$ cat config.mk
export PLATFORM = sky130hd
export DESIGN_NAME = tcte_timer
export DESIGN_NICKNAME = d
export VERILOG_FILES = /design/src/tcte_pkg.sv /design/src/tcte_timer.sv
export VERILOG_INCLUDE_DIRS = /design/src
export SDC_FILE = /design/constraint.sdc
export NUM_CORES = 1
export LEC_CHECK = 0
export BUFFER_PORTS_ARGS = -buffer_cell sky130_fd_sc_hd__buf_4
export CORE_UTILIZATION = 37
export DETAILED_ROUTE_END_ITERATION = 6
export GPL_TIMING_DRIVEN = 0
export HOLD_SLACK_MARGIN = 0.03
export MAX_ROUTING_LAYER = met4
export PLACE_DENSITY = 0.63
export SYNTH_ARGS = -nofsm -noshare
export SYNTH_HDL_FRONTEND = slang
export SYNTH_SLANG_ARGS = --single-unit
$ cat constraint.sdc
create_clock -name clk -period 4.6 [get_ports clk]
set_input_delay 0.92 -clock clk [delete_from_list [all_inputs] [get_ports clk]]
set_output_delay 0.92 -clock clk [all_outputs]
set_load 0.02 [all_outputs]
$ cat src/tcte_consts.svh
// timing and field constants for the trigger/event capture timer
// assumes a 100 MHz system clock; included by the package and design
`ifndef TCTE_CONSTS_SVH
`define TCTE_CONSTS_SVH

// ****************
// widths and codes
// ****************
`define TCTE_CNT_W         16
`define TCTE_START_STOP    2'h0
`define TCTE_START_CMD     2'h1
`define TCTE_START_RISE    2'h2
`define TCTE_START_FALL    2'h3
`define TCTE_MODE_TIMER    2'h0
`define TCTE_MODE_WINDOW   2'h1
`define TCTE_MODE_PULSE    2'h2
`define TCTE_MODE_PPG      2'h3
`define TCTE_SRC_DIV0      2'h0
`define TCTE_SRC_DIV1      2'h1
`define TCTE_SRC_DIV2      2'h2
`define TCTE_SRC_PIN       2'h3

// ****************
// timing
// ****************
`define TCTE_CLK_MHZ       100
`define TCTE_REJECT_NS     40
`define TCTE_REJECT_CYC    ((`TCTE_REJECT_NS * `TCTE_CLK_MHZ + 999) / 1000)
`define TCTE_PRESC_W       13

`endif

$ cat src/tcte_pkg.sv
// types shared by the trigger/event capture timer
// assumes tcte_consts.svh is on the include path
`include "tcte_consts.svh"

package tcte_pkg;
	timeunit 1ns;
	timeprecision 1ns;

	// ****************
	// control bundle
	// ****************
	typedef struct packed {
		logic [1:0] start_control;
		logic [1:0] operating_mode_select;
		logic [1:0] source_clock_select;
		logic       prescaler_divide_select;
		logic       trigger_stop_option;
		logic       capture_edge_mode;
		logic       auto_capture_enable;
	} tcte_ctrl_t;

	typedef enum logic [2:0] {
		TCTE_IDLE = 3'b001,
		TCTE_RUN  = 3'b010,
		TCTE_HALT = 3'b100
	} tcte_state_t;

endpackage

$ cat src/tcte_timer.sv
// 16-bit trigger/event/window/pulse-capture timer
// assumes all inputs synchronous to clk; compare value written as two bytes

`include "tcte_consts.svh"

module tcte_timer #(
	parameter int CNT_W    = `TCTE_CNT_W,
	parameter int REJECT   = `TCTE_REJECT_CYC,
	parameter int PRESC_W  = `TCTE_PRESC_W
) (
	input  wire logic                 clk,
	input  wire logic                 rst,
	input  wire tcte_pkg::tcte_ctrl_t timer_control_reg,
	input  wire logic [7:0]           compare_wdata,
	input  wire logic                 compare_wr_low,
	input  wire logic                 compare_wr_high,
	input  wire logic                 timer_input_pin,
	output logic [CNT_W-1:0]          capture_value_reg,
	output logic [CNT_W-1:0]          compare_value_reg,
	output logic [CNT_W-1:0]          count_value,
	output logic                      timer_interrupt_request
);
	timeunit 1ns;
	timeprecision 1ns;

	// ****************
	// input filter and edges
	// ****************
	// pin level accepted only after it has been steady longer than the reject time
	localparam int FW = $clog2(REJECT + 2);
	logic [FW-1:0] flt_cnt;
	logic          flt_raw;
	logic          flt_level;
	logic          pin_q;
	logic          pin_prev;
	wire           flt_differs = (timer_input_pin != flt_level);
	wire           flt_done    = (flt_cnt == FW'(REJECT));

	always_ff @(posedge clk) begin
		if (rst) begin
			flt_cnt   <= '0;
			flt_level <= 1'b0;
		end else if (!flt_differs) begin
			flt_cnt   <= '0;
		end else if (flt_done) begin
			flt_level <= timer_input_pin;
			flt_cnt   <= '0;
		end else begin
			flt_cnt   <= flt_cnt + FW'(1);
		end
	end

	always_ff @(posedge clk) begin
		if (rst) begin
			flt_raw  <= 1'b0;
			pin_q    <= 1'b0;
			pin_prev <= 1'b0;
		end else begin
			flt_raw  <= flt_level;
			pin_q    <= flt_raw;
			pin_prev <= pin_q;
		end
	end

	wire rise_edge = pin_q & ~pin_prev;
	wire fall_edge = ~pin_q & pin_prev;

	// ****************
	// control decode
	// ****************
	wire [1:0] start_control = timer_control_reg.start_control;
	wire [1:0] mode          = timer_control_reg.operating_mode_select;
	wire       stopped       = (start_control == `TCTE_START_STOP);
	wire       falling_sel   = (start_control == `TCTE_START_FALL);
	wire       edge_start    = start_control[1];
	wire       trig_edge     = falling_sel ? fall_edge : rise_edge;
	wire       opp_edge      = falling_sel ? rise_edge : fall_edge;
	wire       mode_timer    = (mode == `TCTE_MODE_TIMER);
	wire       mode_window   = (mode == `TCTE_MODE_WINDOW);
	wire       mode_pulse    = (mode == `TCTE_MODE_PULSE);
	wire       ext_trig      = mode_timer & edge_start & (timer_control_reg.source_clock_select != `TCTE_SRC_PIN);
	wire       event_mode    = mode_timer & edge_start & (timer_control_reg.source_clock_select == `TCTE_SRC_PIN);
	wire       window_level  = falling_sel ? ~pin_q : pin_q;

	// ****************
	// prescaler
	// ****************
	logic [PRESC_W-1:0] presc;
	logic               presc_prev_bit;

	function automatic int tap_index(input logic [1:0] sel, input logic dv);
		tap_index = (sel == `TCTE_SRC_DIV0) ? 10 : (sel == `TCTE_SRC_DIV1) ? 6 : 2;
		tap_index = tap_index + int'(dv);
	endfunction

	wire tap_bit = presc[tap_index(timer_control_reg.source_clock_select, timer_control_reg.prescaler_divide_select)];

	always_ff @(posedge clk) begin
		if (rst) begin
			presc          <= '0;
			presc_prev_bit <= 1'b0;
		end else begin
			presc          <= presc + PRESC_W'(1);
			presc_prev_bit <= tap_bit;
		end
	end

	wire int_tick = tap_bit & ~presc_prev_bit;
	// external source clock counts selected pin edges in edge-start timer mode only
	wire src_tick = event_mode ? trig_edge : int_tick;

	// ****************
	// compare staging
	// ****************
	logic [7:0] low_stage;
	logic [7:0] high_stage;
	logic       high_pending;

	always_ff @(posedge clk) begin
		if (rst) begin
			low_stage         <= 8'h00;
			high_stage        <= 8'h00;
			high_pending      <= 1'b0;
			compare_value_reg <= '0;
		end else begin
			if (compare_wr_low)
				low_stage <= compare_wdata;
			if (compare_wr_high) begin
				high_stage   <= compare_wdata;
				high_pending <= 1'b1;
			end else if (high_pending && (src_tick || stopped)) begin
				// low byte alone never reaches the active value
				compare_value_reg <= {high_stage, low_stage};
				high_pending      <= 1'b0;
			end
		end
	end

	// ****************
	// counter sequencer
	// ****************
	tcte_pkg::tcte_state_t state;
	tcte_pkg::tcte_state_t next_state;
	logic [CNT_W-1:0]      next_count;
	logic [CNT_W-1:0]      next_capture;
	logic                  next_irq;
	logic                  second_half;
	logic                  next_second_half;
	wire                   match = (count_value == compare_value_reg);

	always_comb begin
		next_state       = state;
		next_count       = count_value;
		next_capture     = capture_value_reg;
		next_irq         = 1'b0;
		next_second_half = second_half;
		if (stopped || mode == `TCTE_MODE_PPG) begin
			next_state       = tcte_pkg::TCTE_IDLE;
			next_count       = '0;
			next_second_half = 1'b0;
		end else if (mode_pulse) begin
			unique case (state)
				tcte_pkg::TCTE_IDLE, tcte_pkg::TCTE_HALT: begin
					if (trig_edge) begin
						next_state       = tcte_pkg::TCTE_RUN;
						next_second_half = 1'b0;
					end
				end
				tcte_pkg::TCTE_RUN: begin
					if (opp_edge && !second_half) begin
						next_capture = count_value;
						next_irq     = 1'b1;
						if (timer_control_reg.capture_edge_mode) begin
							// counter parks at one until the next trigger
							next_count = CNT_W'(1);
							next_state = tcte_pkg::TCTE_HALT;
						end else begin
							next_second_half = 1'b1;
						end
					end else if (trig_edge && second_half) begin
						next_capture     = count_value;
						next_irq         = 1'b1;
						next_count       = '0;
						next_second_half = 1'b0;
					end else if (int_tick) begin
						next_count = count_value + CNT_W'(1);
					end
				end
				default: next_state = tcte_pkg::TCTE_IDLE;
			endcase
		end else if (ext_trig) begin
			unique case (state)
				tcte_pkg::TCTE_IDLE, tcte_pkg::TCTE_HALT: begin
					if (trig_edge) begin
						next_state = tcte_pkg::TCTE_RUN;
						next_count = '0;
					end
				end
				tcte_pkg::TCTE_RUN: begin
					if (match) begin
						next_count = '0;
						next_irq   = 1'b1;
						next_state = tcte_pkg::TCTE_HALT;
					end else if (opp_edge && timer_control_reg.trigger_stop_option) begin
						next_count = '0;
						next_state = tcte_pkg::TCTE_HALT;
					end else if (int_tick) begin
						// new trigger edges ignored here
						next_count = count_value + CNT_W'(1);
					end
				end
				default: next_state = tcte_pkg::TCTE_IDLE;
			endcase
		end else begin
			next_state = tcte_pkg::TCTE_RUN;
			if (event_mode) begin
				if (opp_edge && match) begin
					next_count = '0;
					next_irq   = 1'b1;
				end else if (src_tick) begin
					next_count = count_value + CNT_W'(1);
				end
			end else if (mode_timer || (mode_window && window_level)) begin
				if (int_tick) begin
					if (match) begin
						next_count = '0;
						next_irq   = 1'b1;
					end else begin
						next_count = count_value + CNT_W'(1);
					end
				end
			end
			// pulse mode keeps captures to itself
			if (timer_control_reg.auto_capture_enable && src_tick)
				next_capture = count_value;
		end
	end

	always_ff @(posedge clk) begin
		if (rst) begin
			state                   <= tcte_pkg::TCTE_IDLE;
			count_value             <= '0;
			capture_value_reg       <= '0;
			timer_interrupt_request <= 1'b0;
			second_half             <= 1'b0;
		end else begin
			state                   <= next_state;
			count_value             <= next_count;
			capture_value_reg       <= next_capture;
			timer_interrupt_request <= next_irq;
			second_half             <= next_second_half;
		end
	end

endmodule

# Yosys cells after proc, flatten, opt, wreduce, memory -nomap -nowiden
# Index checks and enable logic that the tools add are counted.
classes:
  eq_ne: 26
  reduce_logical: 28
  n_mux: 59
  n_lt_le_gt_ge: 1
  bitwise: 12
  addsub: 4
ops:
  columns: ["cell", "count"]
  rows:
  - ["2-to-1 mux 16 bit", 22]
  - ["case mux 16 bit (2 select lines)", 1]
  - ["2-to-1 mux 3 bit", 8]
  - ["2-to-1 mux 1 bit", 23]
  - ["adder 16 x 1 -> 16 bit, second input constant", 1]
  - ["equality test 16 bit", 1]
  - ["!= test 3 bit, second input constant", 5]
  - ["adder 13 x 1 -> 13 bit, second input constant", 1]
  - ["case mux 3 bit (2 select lines)", 2]
  - ["AND reduction 5 bit", 2]
  - ["equality test 2 bit, second input constant", 4]
  - ["nonzero test 4 bit", 2]
  - ["logical AND 1 bit", 7]
  - ["AND reduction 7 bit", 1]
  - ["AND 1 bit", 6]
  - ["equality test 3 bit, second input constant", 2]
  - ["zero test 2 bit", 3]
  - ["!= test 2 bit, second input constant", 3]
  - ["!= test 3 x 1 -> 1 bit, second input constant", 2]
  - ["inverter 1 bit", 6]
  - ["nonzero test 2 bit", 3]
  - ["adder 4 x 1 -> 5 bit", 1]
  - ["< comparator 5 bit, second input constant", 1]
  - ["!= test 5 x 3 -> 1 bit, second input constant", 1]
  - ["other kinds (17)", 22]
totals:
  inputBits: 23
  wordCells: 146
  output_inout_bits: 49
  regBits: 91

# Logic depth before layout (Yosys ltp)
logic_depth:
  depth_word: 14
  mapped_depth: 10
  depth_no_buf: 7

# Least setup slack after synthesis
# Ideal clock, no wire load.
synth_timing:
  path_kind: "input -> register"
  startpoint: "input timer_control_reg[9] (netlist name)"
  endpoint: "register capture_value_reg[9]"
  path_buffers: 2
  required_time_ns: 4.472
  setup_ns: 0.128
  path_stages: 8
  t_arrival_ns: 2.762
  path_slack_ns: 1.710
  path_cell_list: "buf_6 and3b_1 or3_4 and3_4 a2111oi_4 buf_6 mux2i_1 nor2_1"
synth_via:
  elab_chain_len: 6
  elab_cells_between_ends: 20
  cone_classes: "eq/ne: 3; mux: 6; bitwise: 4; reduce/logical: 7"
synth_lines:
  columns: ["element", "line", "text"]
  rows:
  - ["start: declaration", "tcte_timer.sv:13", "input wire tcte_pkg::tcte_ctrl_t timer_control_reg,"]
  - ["equality test 2 bit (no source line) or AND 1 bit (tied branches)", null, null]
  - ["2-to-1 mux 1 bit, or another cell as far along", "tcte_timer.sv:76", "wire trig_edge = falling_sel ? fall_edge : rise_edge;"]
  - ["2-to-1 mux 1 bit or logical AND 1 bit (tied branches)", "tcte_timer.sv:110, tcte_timer.sv:170", null]
  - ["logical AND 1 bit or 2-to-1 mux 16 bit (tied branches)", "tcte_timer.sv:234, tcte_timer.sv:170", null]
  - ["nonzero test 2 bit (no source line) or 2-to-1 mux 16 bit (tied branches)", null, null]
  - ["AND reduction 5 bit (no source line) or 2-to-1 mux 16 bit (tied branches)", null, null]
  - ["end signal: assignment", "tcte_timer.sv:249", "capture_value_reg <= next_capture;"]
  - ["end: declaration", "tcte_timer.sv:18", "output logic [CNT_W-1:0] capture_value_reg,"]
# Several ways; a longest one is shown, not always the timed one. The select of a mux whose other input is x is not followed.
# A chain may end at the register's enable or synchronous reset.

# Worst setup path in the final report
layout_timing:
  startpoint: "input timer_control_reg[6] (netlist name)"
  endpoint: "register capture_value_reg[6]"
layout_via:
  elab_chain_len: 7
  elab_cells_between_ends: 16
  cone_classes: "eq/ne: 5; mux: 2; bitwise: 4; reduce/logical: 5"
layout_lines:
  columns: ["element", "line", "text"]
  rows:
  - ["zero test 2 bit (no source line)", null, null]
  - ["AND 1 bit", "tcte_timer.sv:81, tcte_timer.sv:82", null]
  - ["AND 1 bit", "tcte_timer.sv:82", "wire event_mode = mode_timer & edge_start & (timer_control_reg.source_clock_select == `TCTE_SRC_PIN);"]
  - ["2-to-1 mux 1 bit", "tcte_timer.sv:110", "wire src_tick = event_mode ? trig_edge : int_tick;"]
  - ["logical AND 1 bit", "tcte_timer.sv:234", "if (timer_control_reg.auto_capture_enable && src_tick)"]
  - ["nonzero test 2 bit (no source line)", null, null]
  - ["AND reduction 5 bit (no source line)", null, null]
# Several ways; a longest one is shown, not always the timed one.

==> metrics.txt <==
RR Endpoint count_value[0]$_SDFFE_PP0P_; sequential fraction of the synthesis area 41.7%; # DRC 0; Hold Path Depth 1; Tightest Pin Transition 1.22 ns; DR vias around 3700; multi-input logic area 2370 um2; Final Wtd Congestion 0.906; R2R setup slack approximately 1.9 ns; MaxCap Viol Count 0; syn_area_per_cell 9.10 um2; Final Max Tran Viols 0; worst skew pair latency about 0.34 ns; Post-DP Area 4990 um2; worst stage delay on the critical path 0.78 ns; Final Cell Area 5290 um2; die area between 10000 and 15000 um2; number of synthesized flops with an enable pin 0; first-pass GRT wire length 18000 um; IO Pins between 70 and 80; FF/Latch Area 1800 um2; critical-path maximum fanout 10; Worst setup SP type primary input; drt wl/cell around 16 um; CTS Sinks 90; Critical Path End capture_value_reg[6]$_SDFFE_PP0P_; vias in the first global route 3513; #FFs+latches synth 90; worst path bufs/invs 2; Synthesis Warnings 0; Congestion Overflow GR 0; total negative setup slack 0 ns; P_leak around 2.2 nW; CTS tree yes; synthesized instance count between 400 and 500; CP Class primary input to flip-flop; Setup crit start timer_control_reg[6]; initial antenna violation count 0; post-CTS sizing 0; hold buffers post-CTS 0; beginning of the worst register-to-register path count_value[9]$_SDFFE_PP0P_; # setup viols final 0; largest net degree at the start of global routing 16; PortBufs 65; DP Wirelength between 8000 and 9000 um; Worst EP arrival ~3.2 ns; Core Region 11400 um2; RSZ-0062 raised after global routing false; worst path cell trace clkbuf_1 -> nor2_1 -> nand4_1 -> o21ai_2 -> nand4_1 -> a2111oi_4 -> buf_6 -> mux2i_1 -> nor2_1; TritonCTS Buffers 9; Slew HR 18.5%; first-pass detailed-route iteration total 4; Clock Skew 0.00987 ns; Inserted Diodes 0; synthesized area about 4300 um2; outcome finished, final reports clean; critical path depth 9; Root Driver clkbuf_16; nets 578; share of layout cells above drive strength 1 around 20%; fraction of registers with async set/reset 0%; Worst Hold Class flip-flop to flip-flop; ANT nets after route 0; Chip Width around 110 um; row count 39; synth unique cells 64; Iter 0 DRT Violations 151; Clock Pin Slew Worst Setup and Hold Paths about 0.060 ns; final critical-path share of the clock period between 60% and 70%; Final Hold Viols 0; Max clock buf depth 2; CP Capture Type flip-flop; Fillers roughly 1100; most used flip-flop cell after synthesis dfxtp_1; H-Tree Depth 3; CP delay by family, top compound AO/OA/AOI/OAI gates; aggregate global-route resource usage between 20% and 30%; Max VDD drop 185 uV; synthesis-to-finish area growth 22.4%; Die H 110 um; Power per Cell Area roughly 320 nW/um2; slowest CP cell a2111oi_4; maximum clock frequency approximately 0.34 GHz; Critical Path RT 4.81 ns; drt total wl around 11000 um; Final min period around 3 ns; R2R depth 8; postcts setup bufs 0; Synthesized Nets 502; Starting Density 37.9%; DR vias/cell between 5 and 6
[cells in the mapped netlist, drive strengths merged (5+ instances only)]
cell type | instances | share of area (%)
nor2b | 5 | 0.72
dfxtp | 90 | 42
clkbuf | 14 | 1.2
nand4 | 8 | 1.3
nand3 | 15 | 1.7
mux2i | 52 | 12
nand2 | 27 | 2.5
xor2 | 24 | 4.9
a31oi | 7 | 1.0
nor3 | 5 | 0.58
and3 | 12 | 1.9
nor4 | 7 | 1.6
buf | 10 | 1.6
nor2 | 86 | 7.5
o21ai | 12 | 1.5
a21oi | 26 | 3.0
nand2b | 5 | 0.72
inv | 7 | 0.61
[how the worst min path moves through the flow]
stage | from | to | slack, ns
6_report | flt_raw$_SDFF_PP0_ | pin_q$_SDFF_PP0_ | 0.45
5_1_grt | flt_raw$_SDFF_PP0_ | pin_q$_SDFF_PP0_ | 0.47
4_1_cts | flt_raw$_SDFF_PP0_ | pin_q$_SDFF_PP0_ | 0.45
3_5_place_dp | flt_raw$_SDFF_PP0_ | pin_q$_SDFF_PP0_ | 0.42
3_3_place_gp | flt_raw$_SDFF_PP0_ | pin_q$_SDFF_PP0_ | 0.42
2_1_floorplan | presc[0]$_SDFF_PP0_ | presc[0]$_SDFF_PP0_ | 0.41
[layout make-up]
type / instances / area share [%]
Clock buffer: 11 / 4.59
Timing Repair Buffer: 65 / 9.22
Clock inverter: 5 / 1.13
Buffer: 24 / 2.29
Tap cell: 143 / 3.38
Multi-Input combinational cell: 354 / 44.9
Inverter: 7 / 0.496
Sequential cell: 90 / 34.0
[layout by cell type, fill, tap and decap left out, types with 11 or more instances in the layout]
cell type	netlist	routed
nand2_1	25	25
buf_4	0	65
mux2i_1	51	51
and3_1	11	11
nand3_1	15	15
nor2_1	86	86
a21oi_1	26	26
clkbuf_1	14	15
xor2_1	24	24
dfxtp_1	90	90
[cell families after synthesis]
kind of cell               after synthesis  share of synthesized area [%]
and+or+nand+nor                        187                           21.8
AOI/OAI and AO/OA                       80                           12.8
DFF                                     90                           41.7
xor gates and xnor gates                28                           5.67
adders and majority gates                4                           1.16
muxes                                   55                           13.5
buffers and inverters                   31                           3.41
[worst register-to-register path, stage by stage (launching register included)]
cell and delay [ns]:
dfxtp_1 0.50, xor2_1 0.13, nor4_2 0.38, nand4_2 0.27, nor2b_1 0.24, nor4_4 0.59, buf_6 0.23, o211ai_1 0.09
o32ai_1 0.16
[per-layer routing]
layer | vias up | share of wire (%) | wire length [um] | track usage, %
li1 | 1840 | - | - | -
met1 | 1763 | 47 | 5230 | 25.7
met2 | 98 | 47 | 5300 | 31.5
met3 | 13 | 4.9 | 545 | 4.12
met4 | 0 | 1.2 | 139 | 7.61
met5 | - | 0 | 0 | -
[through the flow]
stage                     hold WS [ns]  util [%]  total power, mW  instances  setup WS [ns]
after floorplan                  0.413         -            0.920        475           1.71
after global placement           0.425      43.7            0.965        683           1.35
after detailed placement         0.425      43.7            0.967        683           1.30
after CTS                        0.449      46.4             1.72        699           1.66
after global routing             0.473      46.4             1.77        699           1.40
final                            0.446      46.4             1.70        699           1.66
[where the power goes]
group / internal (mW) / switching (mW) / total [mW]
Combinational: 0.0557 / 0.0896 / 0.145
Clock: 0.439 / 0.313 / 0.752
Sequential: 0.794 / 0.0112 / 0.805
Total: 1.29 / 0.414 / 1.70
Note: power is estimated with default switching activity, not from simulation.
